### src/hdl/ssci_pkg.sv
// constants, field positions and state encoding for the synthesizer control interface
package ssci_pkg;

    // ------------------------------------------------------------
    // bus address
    // ------------------------------------------------------------
    localparam logic [4:0] ADDR_FIXED = 5'h18;
    localparam logic RW_READ = 1'h1;
    localparam logic [3:0] BITS_PER_BYTE = 4'h8;
    localparam logic [2:0] LAST_BIT = 3'h7;

    // ------------------------------------------------------------
    // timing
    // ------------------------------------------------------------
    localparam int CLK_KHZ = 10000;
    localparam int XTAL_DIV = 512;
    localparam int PRESCALE = 16;
    localparam int LOCK_SET_US = 1024;
    // least time, rounded up to whole cycles
    localparam int LOCK_SET_CYCLES = (LOCK_SET_US * CLK_KHZ + 999) / 1000;

    // ------------------------------------------------------------
    // write byte indices and fields
    // ------------------------------------------------------------
    localparam logic [1:0] IDX_DIV_HI = 2'h0;
    localparam logic [1:0] IDX_DIV_LO = 2'h1;
    localparam logic [1:0] IDX_PUMP = 2'h2;
    localparam logic [1:0] IDX_PORT = 2'h3;
    localparam int DATA_SEL_BIT = 7;
    localparam int PUMP_CURRENT_BIT = 6;
    localparam int TEST_ROUTE_BIT = 5;
    localparam int PUMP_TRISTATE_BIT = 4;
    localparam int DRIVE_AMP_OFF_BIT = 0;
    localparam int PB_SEVEN = 7;
    localparam int PB_CONV = 6;
    localparam int PB_FIVE = 5;
    localparam int PB_FOUR = 4;
    localparam int PB_ADDR = 3;
    localparam int PB_ZERO = 0;
    localparam logic [7:0] PUMP_RESET = 8'h00;
    localparam logic [7:0] PORT_RESET = 8'h00;
    localparam logic [14:0] RATIO_RESET = 15'h0000;

    // ------------------------------------------------------------
    // converter band codes, highest band first
    // ------------------------------------------------------------
    localparam logic [2:0] CONV_B4 = 3'h4;
    localparam logic [2:0] CONV_B3 = 3'h3;
    localparam logic [2:0] CONV_B2 = 3'h2;
    localparam logic [2:0] CONV_B1 = 3'h1;
    localparam logic [2:0] CONV_B0 = 3'h0;

    // ------------------------------------------------------------
    // serial state machine
    // ------------------------------------------------------------
    typedef enum logic [2:0] {
        SSCI_IDLE = 3'h0,
        SSCI_ADDR = 3'h1,
        SSCI_ADDR_ACK = 3'h3,
        SSCI_WR = 3'h2,
        SSCI_WR_ACK = 3'h6,
        SSCI_RD = 3'h7,
        SSCI_RD_ACK = 3'h5,
        SSCI_WAIT = 3'h4
    } ssci_state_type;

endpackage

### src/hdl/ssci_loop_if.sv
// signals between the serial core and the loop timing block
`timescale 1ns/1ps
interface ssci_loop_if;
    logic xtal_edge;
    logic rf_edge;
    logic locked;
    logic [14:0] ratio;
    logic lock_flag;
    logic ref_tog;
    logic div_tog;

    modport core
    (
        output xtal_edge,
        output rf_edge,
        output locked,
        output ratio,
        input lock_flag,
        input ref_tog,
        input div_tog
    );

    modport loop
    (
        input xtal_edge,
        input rf_edge,
        input locked,
        input ratio,
        output lock_flag,
        output ref_tog,
        output div_tog
    );
endinterface

### src/hdl/ssci_loop_timing.sv
// reference divider, prescaler, programmable divider and lock flag timer
`timescale 1ns/1ps
module ssci_loop_timing #(
    parameter int LOCK_SET_CYCLES = ssci_pkg::LOCK_SET_CYCLES
)
(
    input wire logic clk_i,
    input wire logic rst_i,
    ssci_loop_if.loop lp
);
    localparam int REF_W = $clog2(ssci_pkg::XTAL_DIV);
    localparam int PRE_W = $clog2(ssci_pkg::PRESCALE);
    localparam int LCK_W = $clog2(LOCK_SET_CYCLES + 1);

    logic [REF_W-1:0] ref_cnt, next_ref_cnt;
    logic [PRE_W-1:0] pre_cnt, next_pre_cnt;
    logic [14:0] n_cnt, next_n_cnt;
    logic [LCK_W-1:0] lock_cnt, next_lock_cnt;
    logic ref_tog, next_ref_tog;
    logic div_tog, next_div_tog;
    logic lock_flag, next_lock_flag;
    logic pre_tick;

    // ------------------------------------------------------------
    // next state
    // ------------------------------------------------------------
    always_comb
    begin
        next_ref_cnt = ref_cnt;
        next_ref_tog = ref_tog;
        next_pre_cnt = pre_cnt;
        next_n_cnt = n_cnt;
        next_div_tog = div_tog;
        pre_tick = 1'b0;
        if (lp.xtal_edge)
        begin
            if (ref_cnt == REF_W'(ssci_pkg::XTAL_DIV - 1))
            begin
                next_ref_cnt = '0;
                next_ref_tog = ~ref_tog;
            end
            else
                next_ref_cnt = ref_cnt + 1'b1;
        end
        if (lp.rf_edge)
        begin
            if (pre_cnt == PRE_W'(ssci_pkg::PRESCALE - 1))
            begin
                next_pre_cnt = '0;
                pre_tick = 1'b1;
            end
            else
                next_pre_cnt = pre_cnt + 1'b1;
        end
        if (pre_tick)
        begin
            // ratio below 1 behaves as 1 rather than stalling
            if (n_cnt + 15'h0001 >= lp.ratio)
            begin
                next_n_cnt = '0;
                next_div_tog = ~div_tog;
            end
            else
                next_n_cnt = n_cnt + 15'h0001;
        end
        // set after hold time, clear at once
        next_lock_cnt = lock_cnt;
        next_lock_flag = lock_flag;
        if (!lp.locked)
        begin
            next_lock_cnt = '0;
            next_lock_flag = 1'b0;
        end
        else if (!lock_flag)
        begin
            if (lock_cnt == LCK_W'(LOCK_SET_CYCLES - 1))
                next_lock_flag = 1'b1;
            else
                next_lock_cnt = lock_cnt + 1'b1;
        end
    end

    // ------------------------------------------------------------
    // registers
    // ------------------------------------------------------------
    always_ff @(posedge clk_i or posedge rst_i)
    begin
        if (rst_i)
        begin
            ref_cnt <= '0;
            ref_tog <= 1'b0;
            pre_cnt <= '0;
            n_cnt <= '0;
            div_tog <= 1'b0;
            lock_cnt <= '0;
            lock_flag <= 1'b0;
        end
        else
        begin
            ref_cnt <= next_ref_cnt;
            ref_tog <= next_ref_tog;
            pre_cnt <= next_pre_cnt;
            n_cnt <= next_n_cnt;
            div_tog <= next_div_tog;
            lock_cnt <= next_lock_cnt;
            lock_flag <= next_lock_flag;
        end
    end

    assign lp.ref_tog = ref_tog;
    assign lp.div_tog = div_tog;
    assign lp.lock_flag = lock_flag;
endmodule // ssci_loop_timing

### src/hdl/ssci_top.sv
// two-wire serial slave control interface of the frequency synthesizer
`timescale 1ns/1ps
// Overview of operation
// - answer address 11000 plus two select bits; eighth bit picks read or write.
// - write data bytes auto-increment through four registers in one transfer.
// - first data byte MSB 0 selects divider, 1 selects pump/test.
// - keep accepting data bytes until STOP, no readdressing needed.
// - fifteen-bit ratio: high byte low seven bits, then low byte.
// - reference equals crystal clock divided by 512.
// - input signal prescaled by 16 before the programmable divider.
// - pump byte: current select, test route, tristate, amplifier off bits.
// - current select 0 gives 50 uA, 1 gives 220 uA.
// - test route outputs reference on converter port, divided signal on seven.
// - tristate bit floats the pump output.
// - amplifier off bit disables the tuning drive output.
// - port byte maps ports seven..three, two spare, port zero.
// - ports seven to four drive open-collector when bit is 1.
// - ports three and zero drive current-limited when bit is 1.
// - all ports high impedance after power-on.
// - in read, acknowledge then shift status byte out MSB first.
// - send another byte only on controller acknowledge; else release data.
// - power flag set at power-up and low supply, cleared after read end.
// - lock flag in status bit 6, power flag in bit 7.
// - ports seven, five, four levels in status bits 5, 4, 3.
// - converter bands coded 100, 011, 010, 001, 000 highest first.
// - select bits come from address port voltage band, open gives 01.
// - lock flag set 1024-1152 us after lock, cleared within 128 us.
module ssci_top #(
    parameter int LOCK_SET_CYCLES = ssci_pkg::LOCK_SET_CYCLES
)
(
    input wire logic clk_i,
    input wire logic rst_i,
    input wire logic scl_i,
    input wire logic sda_i,
    output logic sda_o,
    output logic sda_oe_o,
    input wire logic xtal_i,
    input wire logic rf_i,
    input wire logic lock_detect_i,
    input wire logic supply_low_i,
    input wire logic port_seven_i,
    input wire logic port_five_i,
    input wire logic port_four_i,
    input wire logic [1:0] addr_band_i,
    input wire logic [3:0] conv_cmp_i,
    output logic [5:0] port_drive_o,
    output logic [14:0] divider_ratio_o,
    output logic pump_current_select_o,
    output logic pump_tristate_o,
    output logic drive_amp_off_o
);
    // ------------------------------------------------------------
    // pin synchronisers
    // ------------------------------------------------------------
    localparam int NPIN = 15;
    localparam int I_SCL = 14;
    localparam int I_SDA = 13;
    localparam int I_XTAL = 12;
    localparam int I_RF = 11;
    localparam int I_LOCK = 10;
    localparam int I_SUPLO = 9;
    localparam int I_P7 = 8;
    localparam int I_P5 = 7;
    localparam int I_P4 = 6;
    localparam int I_ADDR = 4;
    localparam int I_CONV = 0;

    logic [NPIN-1:0] pins, s1, s2, s3, filt, filt_q, next_filt;
    assign pins = {scl_i, sda_i, xtal_i, rf_i, lock_detect_i, supply_low_i,
                   port_seven_i, port_five_i, port_four_i, addr_band_i, conv_cmp_i};

    // a change counts only once stages two and three agree
    always_comb
    begin
        next_filt = (s2 & s3) | (filt & (s2 ^ s3));
    end

    always_ff @(posedge clk_i or posedge rst_i)
    begin
        if (rst_i)
        begin
            s1 <= '0;
            s2 <= '0;
            s3 <= '0;
            filt <= '0;
            filt_q <= '0;
        end
        else
        begin
            s1 <= pins;
            s2 <= s1;
            s3 <= s2;
            filt <= next_filt;
            filt_q <= filt;
        end
    end

    logic scl_rise, scl_fall, sda_bit, start_cond, stop_cond;
    assign scl_rise = filt[I_SCL] & ~filt_q[I_SCL];
    assign scl_fall = ~filt[I_SCL] & filt_q[I_SCL];
    assign sda_bit = filt[I_SDA];
    assign start_cond = filt[I_SCL] & filt_q[I_SCL] & ~filt[I_SDA] & filt_q[I_SDA];
    assign stop_cond = filt[I_SCL] & filt_q[I_SCL] & filt[I_SDA] & ~filt_q[I_SDA];

    // ------------------------------------------------------------
    // loop timing
    // ------------------------------------------------------------
    ssci_loop_if lp ();
    assign lp.xtal_edge = filt[I_XTAL] & ~filt_q[I_XTAL];
    assign lp.rf_edge = filt[I_RF] & ~filt_q[I_RF];
    assign lp.locked = filt[I_LOCK];
    assign lp.ratio = divider_ratio_o;

    ssci_loop_timing #(
        .LOCK_SET_CYCLES(LOCK_SET_CYCLES)
    ) u_loop (
        .clk_i(clk_i),
        .rst_i(rst_i),
        .lp(lp.loop)
    );

    // ------------------------------------------------------------
    // status byte
    // ------------------------------------------------------------
    logic por_flag, next_por_flag;
    logic [2:0] conv_code;
    logic [7:0] status;

    always_comb
    begin
        if (filt[I_CONV + 3])
            conv_code = ssci_pkg::CONV_B4;
        else if (filt[I_CONV + 2])
            conv_code = ssci_pkg::CONV_B3;
        else if (filt[I_CONV + 1])
            conv_code = ssci_pkg::CONV_B2;
        else if (filt[I_CONV])
            conv_code = ssci_pkg::CONV_B1;
        else
            conv_code = ssci_pkg::CONV_B0;
    end

    assign status = {por_flag, lp.lock_flag, filt[I_P7], filt[I_P5], filt[I_P4], conv_code};

    // ------------------------------------------------------------
    // serial protocol
    // ------------------------------------------------------------
    ssci_pkg::ssci_state_type state, next_state;
    logic [7:0] shift, next_shift;
    logic [3:0] bit_cnt, next_bit_cnt;
    logic [1:0] ptr, next_ptr, sel;
    logic first, next_first;
    logic rd_nack;
    logic drive_low, next_drive_low;
    logic [7:0] pump, next_pump;
    logic [7:0] port, next_port;
    logic [14:0] ratio, next_ratio;
    logic addr_match;

    // fixed upper bits plus select bits
    // select bits follow address port band
    assign addr_match = (shift[7:3] == ssci_pkg::ADDR_FIXED)
                        && (shift[2:1] == filt[I_ADDR +: 2]);

    always_comb
    begin
        next_state = state;
        next_shift = shift;
        next_bit_cnt = bit_cnt;
        next_ptr = ptr;
        next_first = first;
        next_drive_low = drive_low;
        next_pump = pump;
        next_port = port;
        next_ratio = ratio;
        rd_nack = 1'b0;
        // first byte MSB picks the register
        sel = (first && shift[ssci_pkg::DATA_SEL_BIT]) ? ssci_pkg::IDX_PUMP
              : (first ? ssci_pkg::IDX_DIV_HI : ptr);
        case (state)
            ssci_pkg::SSCI_ADDR, ssci_pkg::SSCI_WR:
            begin
                if (scl_rise)
                begin
                    next_shift = {shift[6:0], sda_bit};
                    next_bit_cnt = bit_cnt + 4'h1;
                end
                else if (scl_fall && bit_cnt == ssci_pkg::BITS_PER_BYTE)
                begin
                    next_bit_cnt = '0;
                    if (state == ssci_pkg::SSCI_ADDR)
                    begin
                        next_drive_low = addr_match;
                        next_state = addr_match ? ssci_pkg::SSCI_ADDR_ACK
                                     : ssci_pkg::SSCI_WAIT;
                    end
                    else
                    begin
                        // every data byte acknowledged until STOP
                        next_drive_low = 1'b1;
                        next_state = ssci_pkg::SSCI_WR_ACK;
                        next_first = 1'b0;
                        next_ptr = sel + 2'h1;
                        case (sel)
                            ssci_pkg::IDX_DIV_HI: next_ratio = {shift[6:0], ratio[7:0]};
                            ssci_pkg::IDX_DIV_LO: next_ratio = {ratio[14:8], shift};
                            ssci_pkg::IDX_PUMP: next_pump = shift;
                            default: next_port = shift;
                        endcase
                    end
                end
            end
            ssci_pkg::SSCI_ADDR_ACK:
            begin
                if (scl_fall)
                begin
                    if (shift[0] == ssci_pkg::RW_READ)
                    begin
                        // status out MSB first after acknowledge
                        next_shift = status;
                        next_drive_low = ~status[7];
                        next_state = ssci_pkg::SSCI_RD;
                    end
                    else
                    begin
                        next_drive_low = 1'b0;
                        next_first = 1'b1;
                        next_state = ssci_pkg::SSCI_WR;
                    end
                end
            end
            ssci_pkg::SSCI_WR_ACK:
            begin
                if (scl_fall)
                begin
                    next_drive_low = 1'b0;
                    next_state = ssci_pkg::SSCI_WR;
                end
            end
            ssci_pkg::SSCI_RD:
            begin
                if (scl_fall)
                begin
                    if (bit_cnt[2:0] == ssci_pkg::LAST_BIT)
                    begin
                        next_drive_low = 1'b0;
                        next_bit_cnt = '0;
                        next_state = ssci_pkg::SSCI_RD_ACK;
                    end
                    else
                    begin
                        next_shift = {shift[6:0], 1'b0};
                        next_drive_low = ~shift[6];
                        next_bit_cnt = bit_cnt + 4'h1;
                    end
                end
            end
            ssci_pkg::SSCI_RD_ACK:
            begin
                // no acknowledge ends the read, line stays released
                if (scl_rise && sda_bit)
                begin
                    rd_nack = 1'b1;
                    next_state = ssci_pkg::SSCI_WAIT;
                end
                else if (scl_fall)
                begin
                    next_shift = status;
                    next_drive_low = ~status[7];
                    next_state = ssci_pkg::SSCI_RD;
                end
            end
            default:
            begin
                next_drive_low = 1'b0;
            end
        endcase
        if (start_cond)
        begin
            next_state = ssci_pkg::SSCI_ADDR;
            next_bit_cnt = '0;
            next_drive_low = 1'b0;
        end
        else if (stop_cond)
        begin
            next_state = ssci_pkg::SSCI_IDLE;
            next_drive_low = 1'b0;
        end
        // low supply sets, end of read clears; set wins
        next_por_flag = filt[I_SUPLO] | (por_flag & ~rd_nack);
    end

    // ------------------------------------------------------------
    // output decode
    // ------------------------------------------------------------
    logic [5:0] next_port_drive;
    always_comb
    begin
        next_port_drive = {port[ssci_pkg::PB_SEVEN], port[ssci_pkg::PB_CONV],
                           port[ssci_pkg::PB_FIVE], port[ssci_pkg::PB_FOUR],
                           port[ssci_pkg::PB_ADDR], port[ssci_pkg::PB_ZERO]};
        // test route replaces two port drives
        if (pump[ssci_pkg::TEST_ROUTE_BIT])
        begin
            next_port_drive[5] = lp.div_tog;
            next_port_drive[4] = lp.ref_tog;
        end
    end

    always_ff @(posedge clk_i or posedge rst_i)
    begin
        if (rst_i)
        begin
            state <= ssci_pkg::SSCI_IDLE;
            shift <= '0;
            bit_cnt <= '0;
            ptr <= ssci_pkg::IDX_DIV_HI;
            first <= 1'b0;
            drive_low <= 1'b0;
            por_flag <= 1'b1;
            pump <= ssci_pkg::PUMP_RESET;
            port <= ssci_pkg::PORT_RESET;
            ratio <= ssci_pkg::RATIO_RESET;
            sda_o <= 1'b0;
            sda_oe_o <= 1'b0;
            port_drive_o <= '0;
            divider_ratio_o <= ssci_pkg::RATIO_RESET;
            pump_current_select_o <= 1'b0;
            pump_tristate_o <= 1'b0;
            drive_amp_off_o <= 1'b0;
        end
        else
        begin
            state <= next_state;
            shift <= next_shift;
            bit_cnt <= next_bit_cnt;
            ptr <= next_ptr;
            first <= next_first;
            drive_low <= next_drive_low;
            por_flag <= next_por_flag;
            pump <= next_pump;
            port <= next_port;
            ratio <= next_ratio;
            // open drain: only ever pulls low
            sda_o <= 1'b0;
            sda_oe_o <= next_drive_low;
            port_drive_o <= next_port_drive;
            divider_ratio_o <= next_ratio;
            pump_current_select_o <= next_pump[ssci_pkg::PUMP_CURRENT_BIT];
            pump_tristate_o <= next_pump[ssci_pkg::PUMP_TRISTATE_BIT];
            drive_amp_off_o <= next_pump[ssci_pkg::DRIVE_AMP_OFF_BIT];
        end
    end
endmodule // ssci_top

### config.mk
export PLATFORM = sky130hd
export DESIGN_NAME = ssci_top
export DESIGN_NICKNAME = d
export VERILOG_FILES = /design/src/hdl/ssci_pkg.sv /design/src/hdl/ssci_loop_if.sv /design/src/hdl/ssci_loop_timing.sv /design/src/hdl/ssci_top.sv
export SDC_FILE = /design/constraint.sdc
export NUM_CORES = 1
export LEC_CHECK = 0
export BUFFER_PORTS_ARGS = -buffer_cell sky130_fd_sc_hd__buf_4
export CAP_MARGIN = 40
export CORE_MARGIN = 3
export CORE_UTILIZATION = 65
export CTS_CLUSTER_DIAMETER = 80
export DETAILED_ROUTE_END_ITERATION = 12
export GPL_TIMING_DRIVEN = 0
export PLACE_DENSITY = 0.87
export SLEW_MARGIN = 30
export SYNTH_ARGS = -nofsm -noshare
export SYNTH_HDL_FRONTEND = slang
export SYNTH_HIERARCHICAL = 1
export SYNTH_SLANG_ARGS = --single-unit
### constraint.sdc
create_clock -name clk_i -period 5.6 [get_ports clk_i]
set_clock_uncertainty 0.05 [all_clocks]
set_input_delay 0.84 -clock clk_i [delete_from_list [all_inputs] [get_ports clk_i]]
set_output_delay 0.84 -clock clk_i [all_outputs]
set_load 0.05 [all_outputs]
==> results by group, run 1 <==
Global routing
  – Vias in the first global route: 5398
  – Largest net degree at the start of global routing: 73
  – Total grt overflow: 0
  – First-pass GRT wire length: 26200 um
  – Initial antenna violation count: 0
  – GRT Overall Usage: 0.259

Pwr
  – Internal power: 2.15 mW
  – Register share of total power: 0.458
  – Power density over cell area: 355 nW/um^2
  – NetSw: 0.926 mW
  – Leakage Power: 4.05 nW
  – Max VDD drop: 0.384 mV
  – Combinational share of power: 0.173
  – Clock power frac: 0.368
  – Final Total Pwr: 3.07 mW
  – Switching share of power: 0.301

Cells and area
  – Most common cell after layout, fill and taps aside: dfrtp_1
  – Seq. cell area: 4010 sq um
  – Area of the multi-input gates: 3270 sq um
  – Nets: 797
  – Most frequent cells in the layout: 159 x dfrtp_1, 79 x nand2_1, 46 x buf_4
  – Layout cells sized above 1: 0.183
  – Synth-to-Final Area Change: 14.8%
  – Filler instances: 697
  – Antenna cells: 0

Detailed routing
  – 1st-pass router iterations: 4
  – 1st-iter DRT viols: 456
  – Vias: 5308
  – DRC: 0
  – Final WL: 15400 um
  – Average wire per standard cell: 17.3 um
  – Vias per inst: 5.96
  – ANT nets after route: 0

Place
  – # port buffers: 41
  – Pre-CTS setup slack: 2.32 ns
  – DP Wirelength: 10700 um
  – Routability Congestion: 0.875

Synthesis
  – Synth Flop Type: dfrtp_1
  – Post-synth EDFFs: 0
  – Syn avg cell area: 11.2 sq um
  – Post-Syn Area: 7540 sq um
  – Sequential share of the synthesized area: 0.531
  – Yosys warns: 6
  – Ys async rst share: 1.00
  – Cell variety after synth: 69
  – Seq cells post-synth: 160
  – Synth Instances: 675
  – Synthesized Nets: 735

Floorplanning
  – Chip Width: 114 um
  – Core Area: 11100 sq um
  – Die height: 114 um
  – # IOs: 43
  – Row count: 38
  – Die area: 12900 sq um
  – Starting Density: 0.681

Clocking
  – Deepest clock path buffer count: 2
  – Root Driver: clkbuf_16
  – # H-tree levels: 4
  – CTS tree: built
  – Post-CTS resize count: 0
  – TritonCTS Buffers: 17
  – Postcts setup bufs: 0
  – Clk sink count: 160
  – Hold-fix buffers, CTS: 0
  – CTS clk-pin slew, worst paths: 0.06 ns
  – Worst-skew pair later-pin latency: 0.42 ns

Worst setup path
  – Worst path required time: 5.88 ns
  – WP data arrival: 3.68 ns
  – Crit. Startpoint: u_loop/n_cnt[0]
  – Crit path cell chain: ha_1 -> nand3_1 -> nand2b_4 -> nor3_2 -> xnor2_1 -> inv_1 -> ha_1 -> and4_1 -> nand4_1 -> or2_2 -> o21ai_2 -> xor2_1
  – Worst reg-to-reg path cell count: 12
  – CP max-delay cell: dfrtp_1
  – Worst r2r src: u_loop/n_cnt[0]
  – Critical-path maximum fanout: 6
  – CP Capture Type: register
  – R2R Setup Slk: 2.20 ns
  – Max stage delay on crit path: 0.44 ns
  – Worst Setup EP: u_loop/lp.div_tog
  – Crit Path Category: reg -> reg
  – Most Frequent Cell on Critical Path: ha_1
  – RR Endpoint: u_loop/lp.div_tog
  – Critical Path Start Type: register

Timing
  – Worst slew pin tran: 0.654 ns
  – Final hold violations: 0
  – Final Worst Setup Slack: 2.20 ns
  – Period utilization: 0.607
  – Slew headroom: 0.560
  – Unrepaired setup endpoints after global routing: no
  – F_max: 294 MHz
  – Final Critical Period: 3.40 ns
  – Post-route setup TNS: 0 ns
  – WHS: 0.299 ns
  – Pins Over Slew Limit: 0
  – Final setup viols: 0

Min path
  – HP Class: reg -> reg
  – HP Start: s1[13]

Status
  – Status: completed

Job
  – Max-Cap Viols: 0
-- cells in the mapped netlist, types with 3 or more instances --
library cell | number | area, sq um
nor3_1 | 7 | 35.0
nor2_1 | 27 | 101
nand2b_1 | 16 | 100
nand3b_1 | 3 | 22.5
a21oi_1 | 22 | 110
buf_4 | 5 | 37.5
o22ai_1 | 4 | 25.0
o211ai_1 | 8 | 60.1
a211oi_1 | 3 | 22.5
mux2_2 | 24 | 270
dfrtp_1 | 159 | 3980
and3_1 | 4 | 25.0
and4_1 | 5 | 43.8
nor3_2 | 3 | 30.0
nand2_1 | 79 | 297
nand4_1 | 7 | 43.8
nor3b_1 | 3 | 22.5
nand3_1 | 19 | 95.1
nor2b_1 | 8 | 50.1
inv_1 | 34 | 128
mux2i_1 | 5 | 50.1
xnor2_1 | 23 | 201
a22o_1 | 9 | 78.8
xor2_1 | 11 | 96.3
and2_1 | 13 | 81.3
buf_2 | 7 | 35.0
ha_1 | 43 | 538
o31ai_1 | 9 | 67.6
a31oi_1 | 3 | 18.8
o21ai_0 | 38 | 190
clkbuf_1 | 10 | 37.5
a21o_1 | 19 | 143
-- layer usage --
metal  GRT usage  vias to the layer above  wire (um)
li1            -                     2484          -
met1       0.319                     2622       6400
met2       0.454                      173       7940
met3      0.0626                       29        814
met4      0.0793                        0        278
met5           0                        -          0
-- critical path: cells and delay by family, from the launching register on --
kind / cells / cell delay (ns)
buffers and inverters: 1 / 0.07
AND/OR/NAND/NOR: 6 / 1.61
adder cells (fa/ha/maj): 2 / 0.58
AO/OA/AOI/OAI: 1 / 0.17
XOR/XNOR: 2 / 0.38
flip-flops: 1 / 0.44
-- final cells by class --
type | count | share of cell area
Clock buffer | 18 | 0.0507
Inverter | 34 | 0.0153
Tap cell | 140 | 0.0202
Timing Repair Buffer | 43 | 0.0410
Buffer | 24 | 0.0153
Clock inverter | 14 | 0.0165
Multi-Input combinational cell | 457 | 0.378
Sequential cell | 160 | 0.463
-- worst min path at each step --
stage / cells after the start / to / slack (ns)
floorplan: 0 / s2[0] / 0.28
global placement: 0 / s2[11] / 0.28
detailed placement: 0 / s2[13] / 0.29
CTS: 0 / s2[13] / 0.30
global route: 0 / s2[12] / 0.31
finish: 0 / s2[13] / 0.30
-- state kept, by name, summed over array words and instances (netlist names), 3 cells and up --
register	cells
filt	15
ratio	15
s1	15
s2	15
s3	15
u_loop/n_cnt	15
u_loop/lock_cnt	14
u_loop/ref_cnt	9
shift	8
port	6
port_drive_o	6
bit_cnt	4
filt_q	4
pump	4
u_loop/pre_cnt	4
state	3
-- kinds of logic (layout without fill, tap and decap cells) --
group,after synthesis,in the layout,synth area share
flip-flops,160,160,0.531
other,1,1,0.000497
AND/OR/NAND/NOR,211,211,0.148
XOR/XNOR,34,34,0.0395
multiplexers,29,29,0.0425
buffers and inverters,58,133,0.0345
adder cells (fa/ha/maj),43,43,0.0714
AO/OA/AOI/OAI,139,139,0.133
-- stage by stage --
step	cells	instance area [sq um]	utilization
2_1_floorplan	675	7540	-
3_3_place_gp	856	8020	0.724
3_5_place_dp	858	8080	0.729
4_1_cts	890	8660	0.781
5_1_grt	890	8660	0.781
6_report	890	8660	0.781
-- power groups by stage --
stage	clock network, mW	logic, mW	registers [mW]
2_1_floorplan	0	0.399	1.40
4_1_cts	1.15	0.534	1.40
3_5_place_dp	0	0.527	1.42
6_report	1.13	0.532	1.41
5_1_grt	1.20	0.596	1.43
3_3_place_gp	0	0.497	1.41
Note: power is estimated with default switching activity, not from simulation.
==> run 2, diff against run 1 <==
--- a/config.mk
+++ b/config.mk
@@ -8,11 +8,11 @@
 export BUFFER_PORTS_ARGS = -buffer_cell sky130_fd_sc_hd__buf_4
 export CAP_MARGIN = 40
 export CORE_MARGIN = 3
-export CORE_UTILIZATION = 65
+export CORE_UTILIZATION = 55
 export CTS_CLUSTER_DIAMETER = 80
 export DETAILED_ROUTE_END_ITERATION = 12
 export GPL_TIMING_DRIVEN = 0
-export PLACE_DENSITY = 0.87
+export PLACE_DENSITY = 0.79
 export SLEW_MARGIN = 30
 export SYNTH_ARGS = -nofsm -noshare
 export SYNTH_HDL_FRONTEND = slang
==> constraint.sdc (replaced) <==
create_clock -name clk_i -period 2.75 [get_ports clk_i]
set_clock_uncertainty 0.05 [all_clocks]
set_input_delay 0.4125 -clock clk_i [delete_from_list [all_inputs] [get_ports clk_i]]
set_output_delay 0.4125 -clock clk_i [all_outputs]
set_load 0.05 [all_outputs]
==> results by group, run 2 (synthesized netlist as in run 1, its figures left out) <==
Timing
  – Slew headroom: 0.481 (-0.0791)
  – Final hold violations: 0 (unchanged)
  – Unrepaired setup endpoints after global routing: yes
  – Period utilization: 1.05 (+0.447)
  – WHS: 0.0398 ns (-0.259 ns)
  – Final Worst Setup Slack: -0.151 ns (-2.35 ns)
  – F_max: 345 MHz (+17%)
  – Final Critical Period: 2.90 ns (-0.500 ns)
  – Pins Over Slew Limit: 0 (unchanged)
  – Worst slew pin tran: 0.779 ns (+0.125 ns)
  – Final setup viols: 15 (+15)

Worst setup path
  – Max stage delay on crit path: 0.42 ns (-0.02 ns)
  – Worst path required time: 3.04 ns (-2.84 ns)
  – Crit path cell chain: and4_4 -> nand4_4 -> nor3_4 -> xnor2_2 -> inv_1 -> ha_1 -> and2_4 -> a221o_1 -> a21oi_4 -> o21ai_4 -> buf_6 -> o31ai_4
  – WP data arrival: 3.19 ns (-0.49 ns)
  – Crit Path Category: reg -> reg
  – Critical Path Start Type: register
  – Critical-path maximum fanout: 5 (-1)
  – CP max-delay cell: dfrtp_1
  – CP Capture Type: register

Clocking
  – CTS tree: built
  – # H-tree levels: 4 (unchanged)
  – CTS clk-pin slew, worst paths: 0.06 ns (about the same)
  – Clk sink count: 160 (unchanged)
  – Deepest clock path buffer count: 2 (unchanged)
  – Worst-skew pair later-pin latency: 0.43 ns (about the same)
  – Root Driver: clkbuf_16
  – TritonCTS Buffers: 17 (unchanged)

Place
  – DP Wirelength: 10700 um (+0.14%)
  – Routability Congestion: 0.849 (-2.9%)
  – # port buffers: 41 (unchanged)
  – DP Area: 8240 sq um (+2.1%)
  – Dpl cells: 897 (+4.5%)

Cells and area
  – Nets: 820 (+2.9%)
  – Synth-to-Final Area Change: 20.8%
  – Final Cell Area: 9110 sq um (+5.2%)
  – Antenna cells: 0 (unchanged)
  – Most common cell after layout, fill and taps aside: dfrtp_1
  – Most frequent cells in the layout: 155 x dfrtp_1, 79 x nand2_1, 62 x buf_4
  – Layout cells sized above 1: 0.235 (+0.0528)
  – Filler instances: 943 (+35%)
  – Final core occ: 0.682 (-0.0991)
  – Non-filler cells, final: 949 (+6.6%)

Global routing
  – Vias in the first global route: 5635 (+4.4%)
  – Initial antenna violation count: 0 (unchanged)
  – Total grt overflow: 0 (unchanged)
  – Largest net degree at the start of global routing: 33 (-55%)
  – First-pass GRT wire length: 26700 um (+1.7%)
  – GRT Overall Usage: 0.226 (-0.0329)

Floorplanning
  – Starting Density: 0.565 (-0.116)
  – Die height: 123 um (+8.3%)
  – Core Area: 13300 sq um (+20%)
  – Chip Width: 123 um (+8.3%)
  – Die area: 15100 sq um (+17%)
  – # IOs: 43 (unchanged)
  – Row count: 42 (+11%)

Pwr
  – Clock power frac: 0.351 (-0.017)
  – NetSw: 1.78 mW (+93%)
  – Leakage Power: 4.22 nW (+4.1%)
  – Internal power: 4.40 mW (+100%)
  – Final Total Pwr: 6.18 mW (+100%)
  – Switching share of power: 0.289 (-0.0127)
  – Register share of total power: 0.464 (+0.006)
  – Max VDD drop: 0.628 mV (+64%)
  – Combinational share of power: 0.185 (+0.012)
  – Power density over cell area: 679 nW/um^2 (+91%)

Detailed routing
  – 1st-pass router iterations: 5 (+1)
  – Vias per inst: 5.80 (-2.8%)
  – DRC: 0 (unchanged)
  – ANT nets after route: 0 (unchanged)
  – Final WL: 16200 um (+4.8%)
  – Average wire per standard cell: 17.0 um (-1.7%)
  – 1st-iter DRT viols: 426 (-6.6%)
  – Vias: 5500 (+3.6%)

Job
  – Max-Cap Viols: 0 (unchanged)

Status
  – Status: finished, violations left
  – Failing checks: negative setup slack

Min path
  – HP Class: in -> reg
run 2: changes by cell type in the layout (fill, tap and decap cells not counted), sizes merged:
cell,delta
dlygate4sd3,+1
clkinvlp,+1
buf,+22
inv,-9
clkbuf,+8
run 2: metal layers:
metal  track usage  wire length, um
met1         0.273             6610
met2         0.391             8270
met3        0.0576              866
met4        0.0893              431
met5             0                0
run 2: path summary, 6_finish.rpt:
path	cells after the start	slack, ns	to	startpoint
setup reg to reg	12	-0.15	u_loop/n_cnt[10]	u_loop/n_cnt[1]
max in group asynchronous	5	1.48	s2[6]	rst_i
setup / recovery	12	-0.15	u_loop/n_cnt[10]	u_loop/n_cnt[1]
min in group asynchronous	3	0.48	filt_q[12]	rst_i
hold / removal	1	0.04	s1[10]	lock_detect_i
hold reg to reg	0	0.30	s2[14]	s1[14]
run 2: cell type report:
cell class | count | area [sq um] | area share
flip-flops and latches | 160 | 4010 | 0.440
well taps | 176 | 220 | 0.0242
repair buffers | 66 | 596 | 0.0654
clock buffers | 26 | 479 | 0.0526
inverters | 34 | 131 | 0.0144
plain buffers | 24 | 133 | 0.0146
clock inverters | 6 | 57.6 | 0.00632
multi-input cells | 457 | 3480 | 0.382
run 2: power by group through the flow:
stage	logic [mW]	registers (mW)	clock network [mW]
finish	1.14	2.87	2.17
global route	1.27	2.90	2.32
CTS	1.13	2.86	2.21
detailed placement	1.09	2.90	0
global placement	1.01	2.87	0
floorplan	0.816	2.85	0
run 2: per-stage QoR:
| step | setup TNS [ns] | setup slack (ns) |
|---|---|---|
| after floorplan | 0 | 0.00223 |
| after global placement | -2.93 | -0.270 |
| after detailed placement | -4.72 | -0.416 |
| after CTS | -1.28 | -0.134 |
| after global routing | -3.21 | -0.266 |
| final | -1.26 | -0.151 |
run 2: critical path, delay by kind of cell (launching register included):
family / cells / cell delay, ns
AOI/OAI and AO/OA: 4 / 0.84
and+or+nand+nor: 4 / 0.85
buffers and inverters: 2 / 0.23
adders and majority gates: 1 / 0.27
xor gates and xnor gates: 1 / 0.15
DFF: 1 / 0.42
run 2: timing repair:
item                       in CTS  in global routing
pin swaps                       9                 20
gates cloned                    1                  0
setup endpoints to repair      16                 16
hold endpoints to repair       26                  0
hold buffers                    1                  0
setup buffers                  12                  6
resized for setup              14                 23
==> run 3, diff against run 2 <==
--- a/config.mk
+++ b/config.mk
@@ -16,5 +16,4 @@
 export SLEW_MARGIN = 30
 export SYNTH_ARGS = -nofsm -noshare
 export SYNTH_HDL_FRONTEND = slang
-export SYNTH_HIERARCHICAL = 1
 export SYNTH_SLANG_ARGS = --single-unit
==> results by group, run 3 <==
Worst setup path
  – CP Capture Type: register
  – WP data arrival: 3.45 ns (+0.26 ns)
  – Critical-path maximum fanout: 8 (+3)
  – Worst path required time: 3.06 ns (+0.02 ns)
  – Max stage delay on crit path: 0.53 ns (+0.11 ns)
  – R2R Setup Slk: -0.39 ns (-0.24 ns)
  – Critical Path Start Type: register
  – Crit Path Category: reg -> reg
  – Worst reg-to-reg path cell count: 13 (+1)
  – RR Endpoint: u_loop.n_cnt[10]
  – CP max-delay cell: or4_1
  – Worst path top cell family by delay: simple AND/OR/NAND/NOR gates
  – Worst r2r src: u_loop.n_cnt[1]
  – Worst Path Buf+Inv: 3 (+1)
  – Crit path cell chain: nand3_1 -> inv_2 -> nand3_4 -> nor3_4 -> xnor2_2 -> inv_1 -> ha_1 -> nand4_1 -> a21oi_1 -> or4_1 -> buf_6 -> or4_4 -> nand2_2

Min path
  – Worst min-delay path endpoint: s1[12]
  – WHS Path Cells: 1 (unchanged)
  – HP Class: in -> reg
  – HP Start: xtal_i

Global routing
  – Total grt overflow: 0 (unchanged)
  – Largest net degree at the start of global routing: 32 (-3.0%)
  – First-pass GRT wire length: 25200 um (-5.4%)
  – Initial antenna violation count: 0 (unchanged)
  – GRT Overall Usage: 0.218 (-0.00871)
  – Vias in the first global route: 5262 (-6.6%)

Synthesis
  – Top-area cell type share of the netlist area: 0.549 (+0.0213)
  – Synth Instances: 676 (+0.15%)
  – Synth Area in XOR/XNOR: 0.0411 (+0.00160)
  – Post-synth EDFFs: 0 (unchanged)
  – Post-Syn Area: 7250 sq um (-3.9%)
  – Sequential share of the synthesized area: 0.553 (+0.0215)
  – Cell variety after synth: 53 (-23%)
  – Synth Flop Type: dfrtp_1
  – Post-synth top cells: 159 x dfrtp_1, 94 x nand2_1, 50 x o21ai_0, 43 x ha_1, 29 x inv_1
  – Syn avg cell area: 10.7 sq um (-4.0%)
  – Synth Area in Simple Gates: 0.157 (+0.00976)
  – Synth Area in Compound Gates: 0.117 (-0.0160)
  – Combinational family with the most area after synthesis: simple AND/OR/NAND/NOR gates
  – Synth top area cells: dfrtp_1 55%, ha_1 7.4%, nand2_1 4.9%, o21ai_0 3.5%, xnor2_1 3.1%
  – Count leader, synth: dfrtp_1
  – Ys async rst share: 1.00 (unchanged)
  – Yosys warns: 0 (-6)
  – Seq cells post-synth: 160 (unchanged)
  – Mux cell area share after synthesis: 0.0290 (-0.0135)
  – Yosys top cell by area: dfrtp_1
  – Adder-Cell Fraction of Synth Area: 0.0742 (+0.00288)
  – Synthesized Nets: 736 (+0.14%)

Cells and area
  – Synth-to-Final Area Change: 22.0%
  – Final Cell Area: 8840 sq um (-2.9%)
  – Layout cells sized above 1: 0.198 (-0.0370)
  – Non-filler cells, final: 938 (-1.2%)
  – Most frequent cells in the layout: 155 x dfrtp_1, 92 x nand2_1, 51 x buf_4
  – Final core occ: 0.692 (+0.0101)
  – Nets: 814 (-0.73%)
  – Most common cell after layout, fill and taps aside: dfrtp_1
  – Antenna cells: 0 (unchanged)

Status
  – Failing checks: negative setup slack
  – Status: finished, violations left

Floorplanning
  – Chip Width: 121 um (-1.9%)
  – Core Area: 12800 sq um (-4.3%)
  – # IOs: 43 (unchanged)
  – Die height: 121 um (-1.9%)
  – Row count: 41 (-2.4%)
  – Die area: 14600 sq um (-3.7%)
  – Starting Density: 0.567 (+0.00248)

Timing
  – WHS: 0.0421 ns (+0.00226 ns)
  – Pins Over Slew Limit: 0 (unchanged)
  – Unrepaired setup endpoints after global routing: yes
  – Final Critical Period: 3.14 ns (+0.240 ns)
  – Period utilization: 1.14 (+0.0874)
  – Final hold violations: 0 (unchanged)
  – Final setup viols: 16 (+1)
  – F_max: 318 MHz (-7.7%)
  – Worst slew pin tran: 0.550 ns (-0.229 ns)
  – Slew headroom: 0.630 (+0.149)
  – Final Worst Setup Slack: -0.391 ns (-0.240 ns)

Detailed routing
  – 1st-iter DRT viols: 447 (+4.9%)
  – Met3 wire len: 609 um (-30%)
  – Vias per inst: 5.62 (-2.9%)
  – Vias: 5276 (-4.1%)
  – Average wire per standard cell: 16.0 um (-6.2%)
  – Final WL: 15000 um (-7.3%)
  – Met1 WL: 6420 um (-2.9%)
  – DRC: 0 (unchanged)
  – ANT nets after route: 0 (unchanged)
  – Max Used Layer: met4
  – 1st-pass router iterations: 5 (unchanged)
  – Wire length on met2: 7600 um (-8.2%)

Clocking
  – Deepest clock path buffer count: 2 (unchanged)
  – Worst-skew pair later-pin latency: 0.43 ns (about the same)
  – CTS clk-pin slew, worst paths: 0.06 ns (about the same)
  – TritonCTS Buffers: 17 (unchanged)
  – Root Driver: clkbuf_16
  – Clk sink count: 160 (unchanged)
  – CTS tree: built
  – # H-tree levels: 4 (unchanged)

Place
  – DP Wirelength: 10000 um (-6.6%)
  – # port buffers: 41 (unchanged)
  – Dpl cells: 894 (-0.33%)
  – DP Area: 7940 sq um (-3.7%)
  – Pre-CTS setup slack: -0.432 ns (-0.0158 ns)
  – Routability Congestion: 0.907 (+6.8%)

Pwr
  – Combinational share of power: 0.165 (-0.020)
  – Switching share of power: 0.287 (-0.00154)
  – Power density over cell area: 704 nW/um^2 (+3.7%)
  – Leakage Power: 4.10 nW (-2.7%)
  – Clock power frac: 0.385 (+0.034)
  – Internal power: 4.44 mW (+0.93%)
  – Register share of total power: 0.449 (-0.015)
  – NetSw: 1.79 mW (+0.18%)
  – Max VDD drop: 0.609 mV (-2.9%)

Job
  – Max-Cap Viols: 0 (unchanged)
run 3: logic make-up (layout without fill, tap and decap cells):
group                    Yosys count  count (layout)
AO/OA/AOI/OAI                    137             137
AND/OR/NAND/NOR                  230             230
multiplexers                      19              19
flip-flops                       160             160
other                              1               1
buffers and inverters             52             142
adder cells (fa/ha/maj)           43              43
XOR/XNOR                          34              34
run 3: worst register-to-register path: cells and delay by family, from the launching register on:
kind                       cells  cell delay (ns)
and+or+nand+nor                7             1.77
DFF                            1             0.40
buffers and inverters          3             0.34
adders and majority gates      1             0.27
xor gates and xnor gates       1             0.18
AOI/OAI and AO/OA              1             0.07
run 3: power by group through the flow:
| stage | Combinational [mW] | Sequential, mW | Clock [mW] |
|---|---|---|---|
| after floorplan | 0.770 | 2.78 | 0 |
| after global placement | 0.946 | 2.82 | 0 |
| after detailed placement | 1.01 | 2.83 | 0 |
| after CTS | 1.02 | 2.79 | 2.44 |
| after global routing | 1.16 | 2.83 | 2.56 |
| final | 1.03 | 2.80 | 2.40 |
run 3: worst max-delay path by stage:
stage / cells after the start / slack, ns / startpoint / end
after floorplan: 12 / -0.07 / u_loop.n_cnt[0] / u_loop.n_cnt[10]
after global placement: 2 / -0.58 / rst_i / u_loop.lock_cnt[4]
after detailed placement: 12 / -0.43 / u_loop.n_cnt[0] / u_loop.n_cnt[5]
after CTS: 13 / -0.29 / u_loop.n_cnt[6] / u_loop.n_cnt[10]
after global routing: 13 / -0.52 / u_loop.n_cnt[1] / u_loop.n_cnt[10]
final: 13 / -0.39 / u_loop.n_cnt[1] / u_loop.n_cnt[10]
run 3: cell type report:
| cell class | instances | area, sq um |
|---|---|---|
| fill | 914 | 3930 |
| multi-input combinational | 464 | 3220 |
| buffer | 22 | 140 |
| clock buffer | 18 | 439 |
| inverter | 29 | 113 |
| timing repair buffer | 60 | 542 |
| clock inverter | 13 | 161 |
| tap | 172 | 215 |
| sequential | 160 | 4010 |
run 3: stage by stage:
stage | total power [mW] | setup TNS (ns)
2_1_floorplan | 3.55 | -0.199
3_3_place_gp | 3.77 | -95.21
3_5_place_dp | 3.85 | -5.17
4_1_cts | 6.25 | -2.73
5_1_grt | 6.55 | -6.81
6_report | 6.22 | -4.68
run 3: what timing repair did:
item | 4_1_cts | 5_1_grt
endpoints found under the setup margin | 16 | 16
pin swaps | 6 | 6
hold buffers | 1 | 0
resized for setup | 37 | 13
gates cloned | 0 | 0
setup buffers | 10 | 3
hold endpoints to repair | 19 | 0
run 3: routing by layer:
layer / up-vias / GRT usage
li1: 2513 / -
met1: 2565 / 0.281
met2: 161 / 0.351
met3: 37 / 0.0510
met4: 0 / 0.0984
met5: - / 0
